`src/ssp_defines.vh`:
```
`ifndef SSP_DEFINES_VH
`define SSP_DEFINES_VH

// register indices carried in command byte bits 7:3
`define SSP_REG_CPU_CONTROL_REG 5'h10
`define SSP_REG_PIN_CONFIG_REG 5'h11
`define SSP_REG_GENERAL_IO_PINS 5'h14

// command byte fields
`define SSP_CMD_ADDR_HI 7
`define SSP_CMD_ADDR_LO 3
`define SSP_CMD_WRITE 1

// cpu_control_reg fields
`define SSP_CPU_IE 0
`define SSP_CPU_CONTROL_REG_RESET 8'h00

// pin_config_reg fields
`define SSP_PIN_MUXLO 0
`define SSP_PIN_MUXHI 1
`define SSP_PIN_ACTIVE_HIGH_IRQ 2
`define SSP_PIN_LEVEL 3
`define SSP_PIN_FDUP 4
`define SSP_PIN_CONFIG_REG_RESET 8'h00

// io_pin_reg fields
`define SSP_IO_OUT_HI 3
`define SSP_IO_OUT_LO 0
`define SSP_GENERAL_IO_PINS_RESET 4'h0

// timing
`define SSP_CLK_NS 10
`define SSP_IRQ_PULSE_NS 100
`define SSP_IRQ_PULSE_CYC ((`SSP_IRQ_PULSE_NS + `SSP_CLK_NS - 1) / `SSP_CLK_NS)
`define SSP_SOF_HIGH_NS 500000
`define SSP_SOF_HIGH_CYC (`SSP_SOF_HIGH_NS / `SSP_CLK_NS)
`define SSP_IDLE_J_BITS 32

`endif

```
`src/ssp_fifo.v`:
```
`timescale 1ns/1ps
module ssp_fifo #(
    parameter WIDTH = 13,
    parameter DEPTH = 8,
    parameter AW = 3
) (
    // clock and reset
    input wire sys_clk,
    input wire rst_b,
    // fill side
    input wire inValid,
    output wire inReady,
    input wire [WIDTH-1:0] inData,
    // drain side
    output wire outValid,
    input wire outReady,
    output wire [WIDTH-1:0] outData
);
    reg [WIDTH-1:0] mem [0:DEPTH-1];
    reg [AW:0] wrPtr_q;
    reg [AW:0] rdPtr_q;
    wire full;
    wire empty;

    assign empty = (wrPtr_q == rdPtr_q);
    assign full = (wrPtr_q[AW] != rdPtr_q[AW]) && (wrPtr_q[AW-1:0] == rdPtr_q[AW-1:0]);
    assign inReady = ~full;
    assign outValid = ~empty;
    assign outData = mem[rdPtr_q[AW-1:0]];

    always @(posedge sys_clk) begin
        if (inValid && !full) begin
            mem[wrPtr_q[AW-1:0]] <= inData;
        end
    end

    always @(posedge sys_clk or negedge rst_b) begin
        if (!rst_b) begin
            wrPtr_q <= {(AW+1){1'b0}};
            rdPtr_q <= {(AW+1){1'b0}};
        end else begin
            if (inValid && !full) begin
                wrPtr_q <= wrPtr_q + 1'b1;
            end
            if (outReady && !empty) begin
                rdPtr_q <= rdPtr_q + 1'b1;
            end
        end
    end
endmodule

```
`src/ssp_pin_logic.v`:
```
`timescale 1ns/1ps
`include "ssp_defines.vh"
module ssp_pin_logic #(
    parameter IRQ_W = 8,
    parameter SOF_HIGH_CYC = `SSP_SOF_HIGH_CYC,
    parameter FIFO_DEPTH = 8
) (
    // clock and reset
    input wire sys_clk,
    input wire rst_b,
    // serial port pins
    input wire sclk,
    input wire ssB,
    input wire mosiIn,
    output wire mosiOut,
    output wire mosiOe,
    output wire misoOut,
    output wire misoOe,
    // chip reset pin and request to rest of device
    input wire hardResetInB,
    output wire chipReset,
    // service request pin
    output wire irqOut,
    output wire irqOe,
    // general pins
    input wire [3:0] generalInputs,
    output wire [3:0] generalOutputs,
    output wire muxedStatusOut,
    // device-side events
    input wire [IRQ_W-1:0] irqFlags,
    input wire [7:0] statusBits,
    input wire busPowerPresentIn,
    input wire syncDetect,
    input wire busReset,
    input wire jState,
    input wire bitTick,
    input wire sofPulse,
    // other registers of the device, and the overrun flag
    output wire [4:0] extRdAddr,
    input wire [7:0] extRdData,
    output wire extWrValid,
    input wire extWrReady,
    output wire [4:0] extWrAddr,
    output wire [7:0] extWrData,
    output wire spiOverrun
);
    localparam [7:0] PULSE_CYC = `SSP_IRQ_PULSE_CYC;
    localparam [5:0] J_BITS = `SSP_IDLE_J_BITS;

    function isLocal;
        input [4:0] a;
        begin
            isLocal = (a == `SSP_REG_CPU_CONTROL_REG) || (a == `SSP_REG_PIN_CONFIG_REG) ||
                (a == `SSP_REG_GENERAL_IO_PINS);
        end
    endfunction

    // synchronisers
    reg sclkS1_q, sclkS2_q, sclkS3_q;
    reg ssS1_q, ssS2_q, activePrev_q;
    reg mosiS1_q, mosiS2_q;
    reg hrS1_q, hrS2_q;
    reg vbusS1_q, vbusS2_q;
    reg [3:0] gpinS1_q, gpinS2_q;

    always @(posedge sys_clk or negedge rst_b) begin
        if (!rst_b) begin
            sclkS1_q <= 1'b0;
            sclkS2_q <= 1'b0;
            sclkS3_q <= 1'b0;
            ssS1_q <= 1'b1;
            ssS2_q <= 1'b1;
            activePrev_q <= 1'b0;
            mosiS1_q <= 1'b0;
            mosiS2_q <= 1'b0;
            hrS1_q <= 1'b0;
            hrS2_q <= 1'b0;
            vbusS1_q <= 1'b0;
            vbusS2_q <= 1'b0;
            gpinS1_q <= 4'hF;
            gpinS2_q <= 4'hF;
        end else begin
            sclkS1_q <= sclk;
            sclkS2_q <= sclkS1_q;
            sclkS3_q <= sclkS2_q;
            ssS1_q <= ssB;
            ssS2_q <= ssS1_q;
            activePrev_q <= ~ssS2_q;
            mosiS1_q <= mosiIn;
            mosiS2_q <= mosiS1_q;
            hrS1_q <= hardResetInB;
            hrS2_q <= hrS1_q;
            vbusS1_q <= busPowerPresentIn;
            vbusS2_q <= vbusS1_q;
            gpinS1_q <= generalInputs;
            gpinS2_q <= gpinS1_q;
        end
    end

    wire active = ~ssS2_q;
    wire chipRst = ~hrS2_q;
    // both clock modes use the rising edge; SCLK ignored while deselected
    wire sRise = active & sclkS2_q & ~sclkS3_q;
    wire sFall = active & ~sclkS2_q & sclkS3_q;

    // device registers
    reg [7:0] pinCfg_q;
    reg [7:0] cpu_control_reg_q;
    reg [3:0] gpOut_q;
    wire fullDuplex = pinCfg_q[`SSP_PIN_FDUP];
    wire levelMode = pinCfg_q[`SSP_PIN_LEVEL];
    wire active_high_irq = pinCfg_q[`SSP_PIN_ACTIVE_HIGH_IRQ];
    wire irqEn = cpu_control_reg_q[`SSP_CPU_IE];

    // serial engine
    reg [2:0] bitCnt_q;
    reg [6:0] inSh_q;
    reg [7:0] cmd_q;
    reg cmdDone_q;
    reg gotRise_q;
    reg dataPhase_q;
    reg [7:0] outSh_q;
    reg pendValid_q;
    reg [12:0] pendData_q;
    reg overrun_q;
    reg misoOut_q, misoOe_q, mosiOut_q, mosiOe_q;

    wire [4:0] cmdAddr = cmd_q[`SSP_CMD_ADDR_HI:`SSP_CMD_ADDR_LO];
    wire cmdWrite = cmd_q[`SSP_CMD_WRITE];
    wire [7:0] rxByte = {inSh_q, mosiS2_q};
    wire byteEnd = sRise && (bitCnt_q == 3'd7);
    wire dataByte = byteEnd && cmdDone_q && cmdWrite;
    wire fifoInReady;
    reg [7:0] rdByte;

    always @* begin
        case (cmdAddr)
            `SSP_REG_CPU_CONTROL_REG: rdByte = cpu_control_reg_q;
            `SSP_REG_PIN_CONFIG_REG: rdByte = pinCfg_q;
            `SSP_REG_GENERAL_IO_PINS: rdByte = {gpinS2_q, gpOut_q};
            default: rdByte = extRdData;
        endcase
    end

    // serial logic has its own reset only: chip reset leaves it alone
    always @(posedge sys_clk or negedge rst_b) begin
        if (!rst_b) begin
            bitCnt_q <= 3'd0;
            inSh_q <= 7'h00;
            cmd_q <= 8'h00;
            cmdDone_q <= 1'b0;
            gotRise_q <= 1'b0;
            dataPhase_q <= 1'b0;
            outSh_q <= 8'h00;
        end else if (!active) begin
            // partial byte simply forgotten here
            bitCnt_q <= 3'd0;
            cmdDone_q <= 1'b0;
            gotRise_q <= 1'b0;
            dataPhase_q <= 1'b0;
        end else begin
            if (!activePrev_q) begin
                // first status bit ready before any clock edge
                outSh_q <= fullDuplex ? statusBits : 8'h00;
            end else if (sFall && gotRise_q) begin
                if (bitCnt_q == 3'd0) begin
                    dataPhase_q <= 1'b1;
                    outSh_q <= cmdWrite ? 8'h00 : rdByte;
                end else begin
                    outSh_q <= {outSh_q[6:0], 1'b0};
                end
            end
            if (sRise) begin
                gotRise_q <= 1'b1;
                bitCnt_q <= bitCnt_q + 3'd1;
                inSh_q <= rxByte[6:0];
                if (byteEnd && !cmdDone_q) begin
                    cmd_q <= rxByte;
                    cmdDone_q <= 1'b1;
                end
            end
        end
    end

    // byte handed to the fifo; held until taken unless the next byte overwrites it first, setting the overrun flag
    always @(posedge sys_clk or negedge rst_b) begin
        if (!rst_b) begin
            pendValid_q <= 1'b0;
            pendData_q <= 13'h0000;
            overrun_q <= 1'b0;
        end else begin
            // clear first so a loss in the same cycle still sets the flag
            if (active && !activePrev_q) begin
                overrun_q <= 1'b0;
            end
            if (dataByte) begin
                pendData_q <= {cmdAddr, rxByte};
                pendValid_q <= 1'b1;
                if (pendValid_q && !fifoInReady) begin
                    overrun_q <= 1'b1;
                end
            end else if (fifoInReady) begin
                pendValid_q <= 1'b0;
            end
        end
    end

    // pin drivers: MISO only in full duplex, MOSI turned round for reads
    always @(posedge sys_clk or negedge rst_b) begin
        if (!rst_b) begin
            misoOut_q <= 1'b0;
            misoOe_q <= 1'b0;
            mosiOut_q <= 1'b0;
            mosiOe_q <= 1'b0;
        end else begin
            misoOut_q <= outSh_q[7];
            mosiOut_q <= outSh_q[7];
            misoOe_q <= active & fullDuplex;
            mosiOe_q <= active & ~fullDuplex & dataPhase_q & ~cmdWrite;
        end
    end

    // write path into device registers
    wire fifoOutValid;
    wire [12:0] fifoOutData;
    reg extWrValid_q;
    reg [4:0] extWrAddr_q;
    reg [7:0] extWrData_q;
    wire fifoOutReady = ~extWrValid_q;
    wire [4:0] wAddr = fifoOutData[12:8];
    wire [7:0] wData = fifoOutData[7:0];
    wire wTake = fifoOutValid & fifoOutReady;

    ssp_fifo #(
        .WIDTH(13),
        .DEPTH(FIFO_DEPTH),
        .AW(3)
    ) u_fifo (
        .sys_clk(sys_clk),
        .rst_b(rst_b),
        .inValid(pendValid_q),
        .inReady(fifoInReady),
        .inData(pendData_q),
        .outValid(fifoOutValid),
        .outReady(fifoOutReady),
        .outData(fifoOutData)
    );

    // pin config survives chip reset
    always @(posedge sys_clk or negedge rst_b) begin
        if (!rst_b) begin
            pinCfg_q <= `SSP_PIN_CONFIG_REG_RESET;
        end else if (wTake && wAddr == `SSP_REG_PIN_CONFIG_REG) begin
            pinCfg_q <= wData;
        end
    end

    always @(posedge sys_clk or negedge rst_b) begin
        if (!rst_b) begin
            cpu_control_reg_q <= `SSP_CPU_CONTROL_REG_RESET;
            gpOut_q <= `SSP_GENERAL_IO_PINS_RESET;
            extWrValid_q <= 1'b0;
            extWrAddr_q <= 5'h00;
            extWrData_q <= 8'h00;
        end else if (chipRst) begin
            cpu_control_reg_q <= `SSP_CPU_CONTROL_REG_RESET;
            gpOut_q <= `SSP_GENERAL_IO_PINS_RESET;
            extWrValid_q <= 1'b0;
        end else begin
            if (extWrValid_q && extWrReady) begin
                extWrValid_q <= 1'b0;
            end
            if (wTake) begin
                if (wAddr == `SSP_REG_CPU_CONTROL_REG) begin
                    cpu_control_reg_q <= wData;
                end
                if (wAddr == `SSP_REG_GENERAL_IO_PINS) begin
                    gpOut_q <= wData[`SSP_IO_OUT_HI:`SSP_IO_OUT_LO];
                end
                if (!isLocal(wAddr)) begin
                    extWrValid_q <= 1'b1;
                    extWrAddr_q <= wAddr;
                    extWrData_q <= wData;
                end
            end
        end
    end

    // service request pin
    reg [IRQ_W-1:0] prevFlags_q;
    reg [7:0] pulseCnt_q;
    reg irqOut_q, irqOe_q;
    wire pending = |irqFlags;
    wire newReq = |(irqFlags & ~prevFlags_q);
    wire clrReq = (|(prevFlags_q & ~irqFlags)) & pending;

    always @(posedge sys_clk or negedge rst_b) begin
        if (!rst_b) begin
            prevFlags_q <= {IRQ_W{1'b0}};
            pulseCnt_q <= 8'd0;
            irqOut_q <= 1'b0;
            irqOe_q <= 1'b0;
        end else begin
            prevFlags_q <= irqFlags;
            if (!irqEn || levelMode) begin
                pulseCnt_q <= 8'd0;
            end else if (newReq || clrReq) begin
                pulseCnt_q <= PULSE_CYC;
            end else if (pulseCnt_q != 8'd0) begin
                pulseCnt_q <= pulseCnt_q - 8'd1;
            end
            if (levelMode) begin
                // polarity bit not consulted here
                irqOut_q <= 1'b0;
                irqOe_q <= irqEn & pending & ~chipRst;
            end else begin
                irqOe_q <= 1'b1;
                irqOut_q <= active_high_irq ? (pulseCnt_q != 8'd0) : (pulseCnt_q == 8'd0);
            end
        end
    end

    // status indicators
    reg ready_q;
    reg traffic_indicator_q;
    reg [5:0] jCnt_q;
    reg sofWave_q;
    reg [31:0] sofCnt_q;
    reg gpx_q;
    reg chipRst_q;

    always @(posedge sys_clk or negedge rst_b) begin
        if (!rst_b) begin
            ready_q <= 1'b0;
            chipRst_q <= 1'b1;
            traffic_indicator_q <= 1'b0;
            jCnt_q <= 6'd0;
            sofWave_q <= 1'b0;
            sofCnt_q <= 32'd0;
            gpx_q <= 1'b0;
        end else begin
            chipRst_q <= chipRst;
            ready_q <= ~chipRst;
            if (!jState || busReset || syncDetect) begin
                jCnt_q <= 6'd0;
            end else if (bitTick && jCnt_q != J_BITS) begin
                jCnt_q <= jCnt_q + 6'd1;
            end
            if (busReset || jCnt_q == J_BITS) begin
                traffic_indicator_q <= 1'b0;
            end else if (syncDetect) begin
                traffic_indicator_q <= 1'b1;
            end
            // high half a frame so the next frame start always makes an edge
            if (sofPulse) begin
                sofWave_q <= 1'b1;
                sofCnt_q <= SOF_HIGH_CYC;
            end else if (sofCnt_q != 32'd0) begin
                sofCnt_q <= sofCnt_q - 32'd1;
            end else begin
                sofWave_q <= 1'b0;
            end
            case ({pinCfg_q[`SSP_PIN_MUXHI], pinCfg_q[`SSP_PIN_MUXLO]})
                2'b00: gpx_q <= ready_q;
                2'b01: gpx_q <= vbusS2_q;
                2'b10: gpx_q <= traffic_indicator_q;
                default: gpx_q <= sofWave_q;
            endcase
        end
    end

    assign mosiOut = mosiOut_q;
    assign mosiOe = mosiOe_q;
    assign misoOut = misoOut_q;
    assign misoOe = misoOe_q;
    assign chipReset = chipRst_q;
    assign irqOut = irqOut_q;
    assign irqOe = irqOe_q;
    assign generalOutputs = gpOut_q;
    assign muxedStatusOut = gpx_q;
    assign extRdAddr = cmd_q[`SSP_CMD_ADDR_HI:`SSP_CMD_ADDR_LO];
    assign extWrValid = extWrValid_q;
    assign extWrAddr = extWrAddr_q;
    assign extWrData = extWrData_q;
    assign spiOverrun = overrun_q;
endmodule

```
`config.mk`:
```
export PLATFORM = sky130hd
export DESIGN_NAME = ssp_pin_logic
export DESIGN_NICKNAME = d
export VERILOG_FILES = /design/src/ssp_fifo.v /design/src/ssp_pin_logic.v
export VERILOG_INCLUDE_DIRS = /design/src /design/src/src
export SDC_FILE = /design/constraint.sdc
export NUM_CORES = 1
export LEC_CHECK = 0
export ABC_CLOCK_PERIOD_IN_PS = 3600
export BUFFER_PORTS_ARGS = -buffer_cell sky130_fd_sc_hd__buf_2
export CORE_AREA = 2 2 199 103
export DETAILED_ROUTE_END_ITERATION = 8
export DIE_AREA = 0 0 201 105
export PLACE_DENSITY = 0.83
export SYNTH_ARGS = -nofsm -noshare
export SYNTH_HDL_FRONTEND = slang
export SYNTH_SLANG_ARGS = --single-unit
```
`constraint.sdc`:
```
create_clock -name sys_clk -period 3.6 [get_ports sys_clk]
set_clock_uncertainty 0.1 [all_clocks]
set_input_delay 0.54 -clock sys_clk [delete_from_list [all_inputs] [get_ports sys_clk]]
set_output_delay 0.54 -clock sys_clk [all_outputs]
set_load 0.005 [all_outputs]
```
==> run_results.csv <==
group,metric,value,unit
status,status,"finished with violations",
status,violations,"negative hold slack",
yosys,synth-seq-cells,272,
pwr,ir_drop,0.362,mV
yosys,synthDominantCellAreaShare,34.3,%
cells_and_area,fillers,1271,
timing,rsz0062_at_grt,"no",
cells_and_area,drive_gt1_share,26.6,%
route,routed_via_density,6.07,
worst_setup_path,path_cells,"buf_4 -> mux4_2 -> mux2_2 -> nor4_2 -> and3_1 -> mux2_1",
yosys,syn_nets,861,
yosys,syn_area,0.0114,mm2
timing,relSlewSlack,27.7,%
clock_network,clk_pin_slew,0.07,ns
yosys,synth_xor_area_share,2.22,%
cells_and_area,register_area,0.00734,mm2
pwr,leakage,5.24,nW
timing,hold_viol_final,20,
global_route,first_global_vias,7196,
place,hpwl,15900,um
yosys,synth_area_leaders,"dfrtp_1 (34%), edfxtp_1 (27%), mux4_2 (5.3%), mux2_2 (5.2%), dfstp_2 (2.5%)",
timing,maxSlewViolCount,0,
worst_setup_path,crit_type,"reg -> reg",
yosys,yosys.area_share.simple,10.1,%
die,die_area,0.0211,mm2
route,dr.pass1.iters,7,
yosys,synth_top_flop_cell,"dfrtp_1",
route,drtAntennaViolNets,0,
global_route,grt_pass1_wl,40200,um
timing,max_clock_freq,316,MHz
yosys,syn_avg_cell_area,14.1,um2
timing,min_period,3.17,ns
clock_network,cts_setup_buffers,0,
place,placed_area,0.0121,mm2
die,start_util,59.5,%
worst_setup_path,critical_path_arrival,3.46,ns
worst_setup_path,crit_fanout,9,
route,drcViolationCount,0,
yosys,synth-async-reset-ratio,61.8,%
die,boundaryPins,73,
worst_setup_path,cp.required,3.90,ns
die,die_h,105,um
cells_and_area,postLayoutCellArea,0.0129,mm2
cells_and_area,area_growth,13.0,%
clock_network,cts_sinks,272,
yosys,syn-instance-count,810,
yosys,synthMuxAreaShare,13.4,%
yosys,synth_most_common_cell,"dfrtp_1",
clock_network,clk-insertion-delay-late,0.52,ns
clock_network,cts_htree_levels,1,
clock_network,postCtsResizedCells,0,
place,io_buffers,72,
clock_network,clock_path_buffers,3,
timing,finalCritPeriodShare,87.9,%
yosys,synth_top_cell_by_area,"dfrtp_1",
yosys,yosys-top-cells-count,"dfrtp_1 (157), edfxtp_1 (104), nor2_1 (65), mux2_2 (53), nand2_1 (42)",
cells_and_area,multiInputGateArea,0.00383,mm2
yosys,yosysWarnings,0,
global_route,grt_max_degree,92,
timing,finalSetupViolCount,0,
worst_setup_path,max_stage_delay,0.54,ns
route,vias,7142,
route,drtIter0Drc,723,
clock_network,root_buffer,"clkbuf_16",
cells_and_area,diodes,0,
global_route,antenna_found_initial,0,
worst_setup_path,critPathCaptureType,"flip-flop",
timing,worstMarginPinSlew,1.08,ns
yosys,synth_top_family_by_area,"multiplexers",
yosys,synthAdderAreaFrac,1.09,%
pwr,p_per_area,479,mW/mm2
clock_network,cts_tree,"done",
yosys,synth_edf_count,104,
global_route,overflow,0,
min_path,hold_class,"in -> async",
clock_network,cts-hold-fix-buffers,0,
worst_setup_path,cp_slowest_cell,"dfrtp_1",
die,rows,36,
pwr,power,6.19,mW
cells_and_area,nNetsFinal,943,
die,die_w,201,um
die,core_area,0.0192,mm2
worst_setup_path,cp-start-kind,"flip-flop",
cells_and_area,final_core_util,67.2,%
yosys,synth.distinct_cells,61,
route,routed_wl,25400,um
yosys,synth_compound_area_share,6.50,%
clock_network,numCtsBuffers,24,
timing,hold_slack,-0.0369,ns
timing,fin_tns_setup,0,ns
yosys,synth-seq-area-share,64.1,%
route,wire_per_inst,21.6,um
place,place_congestion,0.904,
global_route,grt_use_total,24.6,%
flow_run,cap_violations,0,
-- where the power goes --
part | switching [mW] | internal, mW
Sequential | 0.0682 | 3.28
Clock | 1.13 | 1.48
Combinational | 0.130 | 0.0980
-- final timing paths --
check                                  start             end  slack [ns]  depth (start not counted)
setup / recovery           u_fifo.rdPtr_q[1]     pinCfg_q[4]        0.43                          6
hold / removal                         rst_b  prevFlags_q[0]       -0.04                          1
setup reg to reg           u_fifo.rdPtr_q[1]     pinCfg_q[4]        0.43                          6
hold reg to reg                  gpinS1_q[0]     gpinS2_q[0]        0.25                          0
max in group asynchronous              rst_b    sofCnt_q[15]        2.54                          2
min in group sys_clk        generalInputs[2]     gpinS1_q[2]        0.01                          1
-- cell families after synthesis --
kind of cell,after synthesis
mux,112
fa+ha+maj,10
buf+inv,66
flops,272
compound gates,108
simple gates,213
xor+xnor,29
-- cell usage in the layout (no fill, tap or decap), drive strengths merged, types with 4 or more instances in the layout --
cell	instances
or4	14
or3	9
dfstp	11
edfxtp	104
nor4	11
mux4	27
and3	4
inv	27
nor2	65
nand2	42
buf	95
clkbuf	27
xor2	16
nand2b	9
nand3	12
a221oi	7
a221o	10
nor2b	8
o21ai	19
or4b	4
dfrtp	157
nor3	14
o31ai	7
mux2	61
o22ai	6
and2	4
a22oi	7
ha	10
mux2i	24
clkinv	9
nand4	9
a21oi	28
xnor2	13
clkinvlp	5
a31oi	4
-- stage by stage --
| stage | std cells | setup slack (ns) |
|---|---|---|
| detailed placement | 1132 | 0.570 |
| global route | 1176 | 0.279 |
| finish | 1176 | 0.435 |
| floorplan | 810 | 0.875 |
| CTS | 1176 | 0.438 |
| global placement | 1132 | 0.701 |
-- flip-flops by register name, indices dropped and copies added, names as in the netlist, 5 cells and up --
| signal | count |
|---|---|
| sofCnt_q | 32 |
| extWrAddr | 5 |
| jCnt_q | 6 |
| pendData_q | 13 |
| pulseCnt_q | 8 |
| cpu_control_reg_q | 8 |
| extWrData | 8 |
| outSh_q | 8 |
| pinCfg_q | 8 |
| inSh_q | 7 |
| u_fifo.mem | 104 |
| cmd_q | 6 |
| prevFlags_q | 8 |
-- routing by layer --
metal	global-route usage [%]	part of all wire (%)	up-vias
met2	41.3	50	306
met5	0	0	-
met1	33.4	41	3613
li1	-	-	3191
met4	5.82	1.6	0
met3	5.15	7.5	32
-- critical path, delay by kind of cell, from the launching register on --
| kind | cells | cell delay, ns |
|---|---|---|
| multiplexers | 3 | 1.23 |
| AND/OR/NAND/NOR | 2 | 0.89 |
| flip-flops | 1 | 0.54 |
| buffers and inverters | 1 | 0.28 |
-- final cells by class --
class / instances / area share [%]
Sequential cell: 272 / 56.8
Clock buffer: 27 / 4.90
Tap cell: 266 / 2.57
Multi-Input combinational cell: 472 / 29.6
Clock inverter: 17 / 1.22
Timing Repair Buffer: 95 / 4.17
Inverter: 27 / 0.784
Power figures use the tool's default switching activity.
